**src/hw/cfg_regs_pkg.sv**
```systemverilog
/*
 configuration register bank constants: indexes, reset values, write masks,
 field positions and the carrier structs shared by the bank.
 assumes one 8-bit index/data access path from the host side.
*/
package cfg_regs_pkg;
	// register indexes
	localparam logic [7:0] IDX_KBC_RTC = 8'h05;
	localparam logic [7:0] IDX_POWER = 8'h06;
	localparam logic [7:0] IDX_TIMEOUT = 8'h07;
	localparam logic [7:0] IDX_CHIP_ID = 8'h08;
	localparam logic [7:0] IDX_ADV = 8'h09;
	localparam logic [7:0] IDX_CS0_LOW = 8'h0a;
	// values after reset
	localparam logic [7:0] RST_KBC_RTC = 8'h01;
	localparam logic [7:0] RST_POWER = 8'h00;
	localparam logic [7:0] RST_TIMEOUT = 8'h00;
	localparam logic [7:0] RST_ADV = 8'hc0;
	localparam logic [7:0] RST_CS0_LOW = 8'h00;
	// writable bits; reserved bits stay zero
	localparam logic [7:0] MASK_KBC_RTC = 8'hff;
	localparam logic [7:0] MASK_POWER = 8'h67;
	localparam logic [7:0] MASK_TIMEOUT = 8'h04;
	localparam logic [7:0] MASK_ADV = 8'he7;
	localparam logic [7:0] MASK_CS0_LOW = 8'hff;
	// kbc_rtc_control fields
	localparam int KRR_KBC_EN = 0;
	localparam int KRR_FAST = 1;
	localparam int KRR_PAE = 2;
	localparam int KRR_RTC_EN = 3;
	localparam int KRR_CLK_TEST = 4;
	localparam int KRR_RAM_BANK = 5;
	localparam int KRR_DECODE = 6;
	localparam int KRR_SYSTEM_CLOCK_INPUT = 7;
	// power_float_control fields
	localparam int PMC_IDE = 0;
	localparam int PMC_FDC = 1;
	localparam int PMC_UART = 2;
	localparam int PMC_LOCK = 5;
	localparam int PMC_PP = 6;
	// timeout_irq_config and advanced_pin_config fields
	localparam int TUP_EPP_IRQ = 2;
	localparam int ASC_ALT_RATE = 0;
	localparam int ASC_DRIVE23_SELECT = 1;
	localparam int ASC_TDR = 2;
	localparam int ASC_ECP_BIT = 5;
	localparam int ASC_MODE_LO = 6;
	localparam logic [1:0] MODE_ILLEGAL = 2'h2;
	// on-chip kbc decode ports
	localparam logic [9:0] KBC_DATA_PORT = 10'h060;
	localparam logic [9:0] KBC_CMD_PORT = 10'h064;
	// oscillator dividers for the kbc clock
	localparam int KBC_DIV_SLOW = 3;
	localparam int KBC_DIV_FAST = 2;
	// whole state of the bank
	typedef struct packed {
		logic [7:0] kbc_rtc_control;
		logic [7:0] power_float_control;
		logic [7:0] timeout_irq_config;
		logic [7:0] advanced_pin_config;
		logic [7:0] cs0;
		logic [7:0] rd_data;
		logic rd_valid;
		logic [1:0] div_cnt;
		logic kbc_tick;
	} cfg_state_t;
	// per-function float controls
	typedef struct packed {
		logic ide_float;
		logic ide_buf_off;
		logic fdc_float;
		logic [1:0] uart_float;
		logic pp_float;
	} pin_float_t;
endpackage

```
**src/hw/superio_config_regs_05_0a.sv**
```systemverilog
/*
 configuration registers 05h..0ah: kbc/rtc control, output float control,
 timeout irq enable, chip id, advanced pin options, cs0 low address.
 assumes the host index/data decode in front of it delivers one-cycle
 read and write strobes with the selected index, all synchronous to clk_sys.
*/
`timescale 1ns/1ps
module superio_config_regs_05_0a
	import cfg_regs_pkg::*;
#(
	parameter int DIV_SLOW = KBC_DIV_SLOW,
	parameter int DIV_FAST = KBC_DIV_FAST,
	parameter logic [7:0] CHIP_ID = 8'h5a // arbitrary value
)
(
	// clock and resets
	input wire logic clk_sys,
	input wire logic rst_n,
	input wire logic power_good,
	// configuration access
	input wire logic [7:0] cfg_index,
	input wire logic cfg_wr,
	input wire logic cfg_rd,
	input wire logic [7:0] cfg_wdata,
	output logic [7:0] cfg_rdata,
	output logic cfg_rvalid,
	// locking
	input wire logic global_lock,
	output logic selective_lock,
	// keyboard controller
	input wire logic system_clock_input,
	input wire logic cs_n,
	input wire logic [9:0] isa_addr,
	output logic kbc_clk_en,
	output logic kbc_pins_hold,
	output logic kbc_sel,
	output logic kbc_reg_sel,
	output logic program_access_enable,
	// real-time clock
	input wire logic rtc_irq_req,
	input wire logic rtc_clk32k,
	input wire logic [6:0] rtc_addr_in,
	output logic rtc_enable,
	output logic irq8_out,
	output logic irq8_oe,
	output logic sync_out,
	output logic sync_oe,
	output logic [7:0] rtc_ram_addr,
	// function float control
	input wire logic ide_disabled,
	input wire logic fdc_disabled,
	input wire logic [1:0] uart_disabled,
	input wire logic pp_disabled,
	input wire logic power_down,
	output pin_float_t float_ctl,
	// parallel port interrupt
	input wire logic pp_irq_in,
	input wire logic epp_timeout,
	input wire logic irq_invert,
	input wire logic irq_open_drain,
	input wire logic pp_irq_sel7,
	input wire logic rate_out0,
	output logic irq5_out,
	output logic irq5_oe,
	output logic irq7_out,
	output logic irq7_oe,
	// floppy pin options
	input wire logic [1:0] drive_sel,
	input wire logic drive_type_input,
	input wire logic iocs16_in,
	output logic drive23_select_n,
	output logic drive23_oe,
	output logic drive_type_eff,
	output logic tape_drive_full,
	output logic iocs16_eff,
	// ecp mirror, mode and cs0 low address
	output logic ecp_config_a_bit3,
	output logic [1:0] system_mode,
	output logic [7:0] cs0_low_addr
);
	// refuse divider values the 2-bit counter cannot serve
	if (DIV_SLOW < 2 || DIV_SLOW > 4 || DIV_FAST < 2 || DIV_FAST > 4)
	begin : g_div_check
		$error("kbc divider out of range 2..4");
	end

	localparam logic [1:0] DIV_SLOW_MAX = 2'(DIV_SLOW - 1);
	localparam logic [1:0] DIV_FAST_MAX = 2'(DIV_FAST - 1);

	cfg_state_t st_q; // registered state
	cfg_state_t st_d; // next state
	logic [7:0] m; // effective write mask for 05h, 06h and 09h
	logic [1:0] div_max; // current divider wrap
	logic pp_req; // parallel port irq request
	logic pp_lvl; // after polarity
	logic pp_oe; // configured line drive
	logic pp_out;
	logic use_irq7;

	// index decode, used by the read path valid flag
	function automatic logic is_mapped(input logic [7:0] idx);
		is_mapped = (idx >= IDX_KBC_RTC) && (idx <= IDX_CS0_LOW);
	endfunction

	// masked merge of written data into a register
	function automatic logic [7:0] merge(input logic [7:0] old, input logic [7:0] val,
		input logic [7:0] mask);
		merge = (old & ~mask) | (val & mask);
	endfunction

	// next-state logic
	always_comb
	begin
		st_d = st_q;
		m = 8'h00;
		div_max = st_q.kbc_rtc_control[KRR_FAST] ? DIV_FAST_MAX : DIV_SLOW_MAX;
		// writes; global lock from the test register blocks all of them
		if (cfg_wr && !global_lock)
		begin
			case (cfg_index)
				IDX_KBC_RTC:
				begin
					m = MASK_KBC_RTC;
					if (st_q.power_float_control[PMC_LOCK])
						m[KRR_RAM_BANK] = 1'b0;
					// source switch only with kbc off, avoids a runt clock
					if (st_q.kbc_rtc_control[KRR_KBC_EN])
						m[KRR_SYSTEM_CLOCK_INPUT] = 1'b0;
					st_d.kbc_rtc_control = merge(st_q.kbc_rtc_control, cfg_wdata, m);
				end
				IDX_POWER:
				begin
					m = MASK_POWER;
					if (st_q.power_float_control[PMC_LOCK])
						m[PMC_LOCK] = 1'b0;
					st_d.power_float_control = merge(st_q.power_float_control, cfg_wdata, m);
				end
				IDX_TIMEOUT:
					st_d.timeout_irq_config = merge(st_q.timeout_irq_config, cfg_wdata, MASK_TIMEOUT);
				IDX_ADV:
				begin
					// reserved bit 3 is not stored
					m = MASK_ADV;
					if (cfg_wdata[ASC_MODE_LO+:2] == MODE_ILLEGAL)
						m[ASC_MODE_LO+:2] = 2'b00;
					st_d.advanced_pin_config = merge(st_q.advanced_pin_config, cfg_wdata, m);
				end
				IDX_CS0_LOW:
					st_d.cs0 = merge(st_q.cs0, cfg_wdata, MASK_CS0_LOW);
				default:
					m = 8'h00; // id and unmapped: no effect
			endcase
		end
		// power-good low overrides any write to the kbc/rtc control register
		if (!power_good)
			st_d.kbc_rtc_control = RST_KBC_RTC;
		// read path, registered; unmapped answers no valid
		st_d.rd_valid = cfg_rd && is_mapped(cfg_index);
		if (cfg_rd)
		begin
			case (cfg_index)
				IDX_KBC_RTC: st_d.rd_data = st_q.kbc_rtc_control;
				IDX_POWER: st_d.rd_data = st_q.power_float_control;
				IDX_TIMEOUT: st_d.rd_data = st_q.timeout_irq_config;
				IDX_CHIP_ID: st_d.rd_data = CHIP_ID;
				IDX_ADV: st_d.rd_data = st_q.advanced_pin_config;
				IDX_CS0_LOW: st_d.rd_data = st_q.cs0;
				default: st_d.rd_data = 8'h00;
			endcase
		end
		// kbc clock enable: divider on oscillator, else system clock pulses
		if (!st_q.kbc_rtc_control[KRR_KBC_EN])
		begin
			st_d.div_cnt = 2'd0;
			st_d.kbc_tick = 1'b0;
		end
		else if (st_q.kbc_rtc_control[KRR_SYSTEM_CLOCK_INPUT])
		begin
			st_d.div_cnt = 2'd0;
			st_d.kbc_tick = system_clock_input;
		end
		else if (st_q.div_cnt >= div_max)
		begin
			st_d.div_cnt = 2'd0;
			st_d.kbc_tick = 1'b1;
		end
		else
		begin
			st_d.div_cnt = st_q.div_cnt + 2'd1;
			st_d.kbc_tick = 1'b0;
		end
	end

	// state register, synchronous reset
	always_ff @(posedge clk_sys)
	begin
		if (!rst_n)
		begin
			st_q.kbc_rtc_control <= RST_KBC_RTC;
			st_q.power_float_control <= RST_POWER;
			st_q.timeout_irq_config <= RST_TIMEOUT;
			st_q.advanced_pin_config <= RST_ADV;
			st_q.cs0 <= RST_CS0_LOW;
			st_q.rd_data <= 8'h00;
			st_q.rd_valid <= 1'b0;
			st_q.div_cnt <= 2'd0;
			st_q.kbc_tick <= 1'b0;
		end
		else
			st_q <= st_d;
	end

	// access and kbc outputs
	assign cfg_rdata = st_q.rd_data;
	assign cfg_rvalid = st_q.rd_valid;
	assign selective_lock = st_q.power_float_control[PMC_LOCK];
	assign kbc_clk_en = st_q.kbc_tick;
	assign kbc_pins_hold = !st_q.kbc_rtc_control[KRR_KBC_EN];
	assign program_access_enable = st_q.kbc_rtc_control[KRR_PAE];
	assign kbc_reg_sel = isa_addr[2];
	// kbc select: chip select pin or internal port decode
	assign kbc_sel = st_q.kbc_rtc_control[KRR_KBC_EN] && (st_q.kbc_rtc_control[KRR_DECODE] ?
		(isa_addr == KBC_DATA_PORT || isa_addr == KBC_CMD_PORT) : !cs_n);

	// rtc outputs
	assign rtc_enable = st_q.kbc_rtc_control[KRR_RTC_EN];
	assign irq8_oe = st_q.kbc_rtc_control[KRR_RTC_EN];
	assign irq8_out = st_q.kbc_rtc_control[KRR_RTC_EN] && rtc_irq_req;
	assign sync_oe = st_q.kbc_rtc_control[KRR_CLK_TEST];
	assign sync_out = st_q.kbc_rtc_control[KRR_CLK_TEST] && rtc_clk32k;
	assign rtc_ram_addr = {st_q.kbc_rtc_control[KRR_RAM_BANK], rtc_addr_in};

	// float controls; interrupt lines are never part of these
	assign float_ctl.ide_float = st_q.power_float_control[PMC_IDE] && (ide_disabled || power_down);
	assign float_ctl.ide_buf_off = float_ctl.ide_float;
	assign float_ctl.fdc_float = st_q.power_float_control[PMC_FDC] && (fdc_disabled || power_down);
	assign float_ctl.uart_float = {2{st_q.power_float_control[PMC_UART]}} &
		(uart_disabled | {2{power_down}});
	assign float_ctl.pp_float = st_q.power_float_control[PMC_PP] && (pp_disabled || power_down);

	// parallel port interrupt with polarity and drive type
	always_comb
	begin
		pp_req = pp_irq_in || (epp_timeout && st_q.timeout_irq_config[TUP_EPP_IRQ]);
		pp_lvl = pp_req ^ irq_invert;
		pp_oe = irq_open_drain ? !pp_lvl : 1'b1;
		pp_out = irq_open_drain ? 1'b0 : pp_lvl;
		use_irq7 = st_q.advanced_pin_config[ASC_ALT_RATE] || pp_irq_sel7;
		irq7_oe = use_irq7 && pp_oe;
		irq7_out = use_irq7 && pp_out;
		if (st_q.advanced_pin_config[ASC_ALT_RATE])
		begin
			irq5_oe = !rate_out0;
			irq5_out = 1'b0;
		end
		else
		begin
			irq5_oe = !use_irq7 && pp_oe;
			irq5_out = !use_irq7 && pp_out;
		end
	end

	// floppy pin options; drive23 undefined in four-drive encoding
	assign drive23_oe = st_q.advanced_pin_config[ASC_DRIVE23_SELECT];
	assign drive23_select_n = !(st_q.advanced_pin_config[ASC_DRIVE23_SELECT] && drive_sel[1]);
	assign drive_type_eff = st_q.advanced_pin_config[ASC_DRIVE23_SELECT] || drive_type_input;
	assign tape_drive_full = st_q.advanced_pin_config[ASC_TDR];
	assign iocs16_eff = st_q.advanced_pin_config[ASC_TDR] || iocs16_in;
	assign ecp_config_a_bit3 = st_q.advanced_pin_config[ASC_ECP_BIT];
	assign system_mode = st_q.advanced_pin_config[ASC_MODE_LO+:2];
	assign cs0_low_addr = st_q.cs0;
endmodule // superio_config_regs_05_0a

```
**config.mk**
```make
export PLATFORM = sky130hd
export DESIGN_NAME = superio_config_regs_05_0a
export DESIGN_NICKNAME = d
export VERILOG_FILES = /design/src/hw/cfg_regs_pkg.sv /design/src/hw/superio_config_regs_05_0a.sv
export SDC_FILE = /design/constraint.sdc
export NUM_CORES = 1
export LEC_CHECK = 0
export BUFFER_PORTS_ARGS = -buffer_cell sky130_fd_sc_hd__buf_2
export CAP_MARGIN = 5
export CORE_ASPECT_RATIO = 1.75
export CORE_MARGIN = 2
export CORE_UTILIZATION = 49
export CTS_CLUSTER_SIZE = 16
export DETAILED_ROUTE_END_ITERATION = 10
export MAX_ROUTING_LAYER = met4
export PLACE_DENSITY_LB_ADDON = 0.15
export SLEW_MARGIN = 25
export SYNTH_ARGS = -nofsm -noshare
export SYNTH_HDL_FRONTEND = slang
export SYNTH_SLANG_ARGS = --single-unit
```
**constraint.sdc**
```tcl
create_clock -name clk_sys -period 3.2 [get_ports clk_sys]
set_clock_uncertainty 0.2 [all_clocks]
set_input_delay 0.16 -clock clk_sys [delete_from_list [all_inputs] [get_ports clk_sys]]
set_output_delay 0.16 -clock clk_sys [all_outputs]
set_load 0.005 [all_outputs]
```
==> key figures <==
Worst setup path
  – CP max stage delay: around 360 ps
  – Crit Path Max Fanout: 3
  – CP cell instances: a21oi_1, xnor2_1, nand2b_1, nor3_1, buf_2
  – Top delay family on crit path: flip-flops
  – Crit Path Category: reg2out
  – Nature of the critical path startpoint: flop
  – CP Buf/Inv Count: 1
  – CP required: 2840 ps
  – CP endpoint kind: primary output
  – Crit path max-delay cell type: dfxtp_1
  – Crit path arrival time: 1370 ps

Layout
  – Nets@finish: 402
  – Area grow syn2layout: 21.2%
  – Filler instances: 458
  – Share of layout cells above drive strength 1: 0.339
  – Diode count: 0
  – Post-route cell area: 2700 um2
  – Final core occ: 0.614

Yosys
  – Register area share after synthesis: 0.359
  – Synth warn: 0
  – Area leader, netlist: dfxtp_1
  – Share of the synthesized area in the top cell type: 0.359
  – EDFF count, synth: 0
  – Main synth FF type: dfxtp_1
  – #FFs+latches synth: 40
  – Post-Syn Area: 2230 um2
  – Syn_nets: 332
  – Largest cells by area after synthesis: dfxtp_1 (36%), buf_4 (10%), o21ai_0 (5.4%)
  – Distinct cells, synth: 47
  – Synth Area per Inst: between 8 and 9 um2
  – Cells after Synth: approximately 270
  – Fraction of registers with async set/reset: 0

Clock tree
  – Clock Pin Slew Worst Setup and Hold Paths: around 80 ps
  – Longest Clk Path Bufs: 2
  – CTS Root Cell: clkbuf_8
  – Worst-Skew Late Latency: around 300 ps
  – Clock sink count: 40
  – CTS tree: built
  – Clock buffer count from CTS: 5
  – H-tree depth: 2
  – Post-CTS setup buffer count: 0

Floorplanning
  – Die H: 93.3 um
  – Core area: around 4400 um2
  – Die X: 55.0 um
  – Area of the die: 5130 um2
  – I/O Pins: 113
  – Row count: 32
  – Starting density of the core: 0.507

Global route
  – GRT Residual Overflow: 0
  – Antenna violations before repair: 0
  – Tot GR Track Use: 0.241
  – Largest net degree at the start of global routing: 35
  – Vias in the first global route: approximately 2000
  – First-pass GRT wire length: 8920 um

Timing
  – Final Slew Violations: 0
  – Slew headroom: 0.521
  – Setup_tns: 0 ps
  – Fin crit share: 0.542
  – Final setup viols: 0
  – Final min period: 1730 ps
  – Fmax: 577 MHz
  – RSZ-0062 raised after global routing: false
  – Final hold viol count: 0
  – Worst slew pin tran: a little over 700 ps
  – Hold WS: 24.2 ps

Power and ir drop
  – Worst vdd ir: 0.366 mV
  – Sequential power share: 0.481
  – Cell Pwr Density: 393 nW/um2
  – Cell Int Power: around 0.8 mW
  – Sw frac: 0.246
  – NetSw: 0.262 mW
  – Logic pwr share: 0.121
  – Clock network power share: 0.399
  – Leak pwr: 1.23 nW

Routing
  – Routed len/inst: approximately 15 um
  – Drt first-iter violations: 26
  – Antenna viol nets, final: 0
  – Wire length on met2: about 3200 um
  – Via count: 2135
  – Top routing layer used: met4
  – Met1 WL: about 2200 um
  – DRT Wirelength: just under 6000 um
  – Drt first pass iters: 4
  – Routed vias/inst: 5.43
  – DRC Markers: 0
  – Met3 WL: 247 um

Min path
  – Worst hold path class: in2reg

Flow run
  – Max cap viols: 0

Run status
  – Status: finished, final reports clean

Place
  – Routability cong.: approximately 0.86
  – Final HPWL from detailed placement: roughly 4400 um
  – Placement Cell Area: 2500 um2
  – PortBufs: 95
## cell families (layout without fill, tap and decap cells)
family / Yosys count / count (layout) / share of synthesized area
muxes: 1 / 1 / 0.00449
AOI/OAI and AO/OA: 77 / 77 / 0.216
and+or+nand+nor: 95 / 95 / 0.252
adders and majority gates: 2 / 2 / 0.0112
DFF: 40 / 40 / 0.359
buffers and inverters: 54 / 125 / 0.149
xor gates and xnor gates: 2 / 2 / 0.00785
## worst min-delay path: cells and delay by family
kind / cells / cell delay (ps)
AOI/OAI and AO/OA: 2 / 150
buffers and inverters: 1 / 160
## cells in the final DEF, fill, tap and decap left out, types with 4 or more instances in the layout
cell type / n
a22oi_1: 8
o21ai_0: 24
inv_1: 10
nand3_1: 19
buf_2: 95
nand2b_1: 5
a21oi_1: 14
nor2b_1: 6
dfxtp_1: 40
nor2_1: 9
o21a_1: 5
o22a_1: 4
nand2_1: 28
clkbuf_8: 5
a31oi_1: 7
dlygate4sd3_1: 9
nand3b_1: 5
nor3_1: 4
## cell usage after synthesis, types with 4 or more instances
master	number
nor3_1	4
o21a_1	5
nor2_1	9
a31oi_1	7
buf_4	30
a21oi_1	14
nand3b_1	5
nor2b_1	6
inv_1	10
buf_2	7
dfxtp_1	40
nand3_1	19
o22a_1	4
nand2b_1	5
o21ai_0	24
a22oi_1	8
nand2_1	28
## area by class of cell
type / count / area [um2] / share of cell area
clock buffers: 5 / 68.8 / 0.0255
clock inverters: 3 / 47.5 / 0.0176
inverters: 10 / 37.5 / 0.0139
multi-input cells: 177 / 1100 / 0.406
flip-flops and latches: 40 / 801 / 0.296
well taps: 51 / 63.8 / 0.0236
repair buffers: 107 / 588 / 0.217
## through the flow
step | worst slack [ps] | instances | power, mW
after floorplan | 1690 | 271 | 0.596
after CTS | 1450 | 393 | 1.06
after global placement | 1260 | 376 | 0.640
after detailed placement | 1180 | 376 | 0.641
after global routing | 1340 | 393 | 1.10
final | 1470 | 393 | 1.06
## repair_timing
item	4_1_cts	5_1_grt
hold endpoints to repair	29	0
endpoints found under the setup margin	0	0
hold buffers	9	0
gates resized for setup	0	0
## state kept, by name, summed over array words and instances (netlist names), 2 cells and up
register,count
st_q,12
cs0_low_addr,8
system_mode,2
cfg_rdata,8
## power groups by stage
stage	logic (mW)	clock network, mW	registers (mW)
5_1_grt	0.142	0.447	0.511
2_1_floorplan	0.0749	0	0.521
6_report	0.128	0.423	0.510
3_3_place_gp	0.117	0	0.522
4_1_cts	0.128	0.426	0.510
3_5_place_dp	0.119	0	0.522
## routing by layer
metal,track usage,vias up
li1,-,1075
met1,0.253,1000
met2,0.428,52
met3,0.0463,8
met4,0.0833,0
met5,-,-
## worst paths after layout
check	startpoint	to	slack, ps	cells after the start
setup / recovery	st_q[30]	irq5_out	1470	5
hold / removal	cfg_index[0]	cfg_rdata[2]	20	3
setup reg to reg	st_q[1]	st_q[2]	1550	6
hold reg to reg	st_q[1]	st_q[1]	270	1
Power figures use the tool's default switching activity.
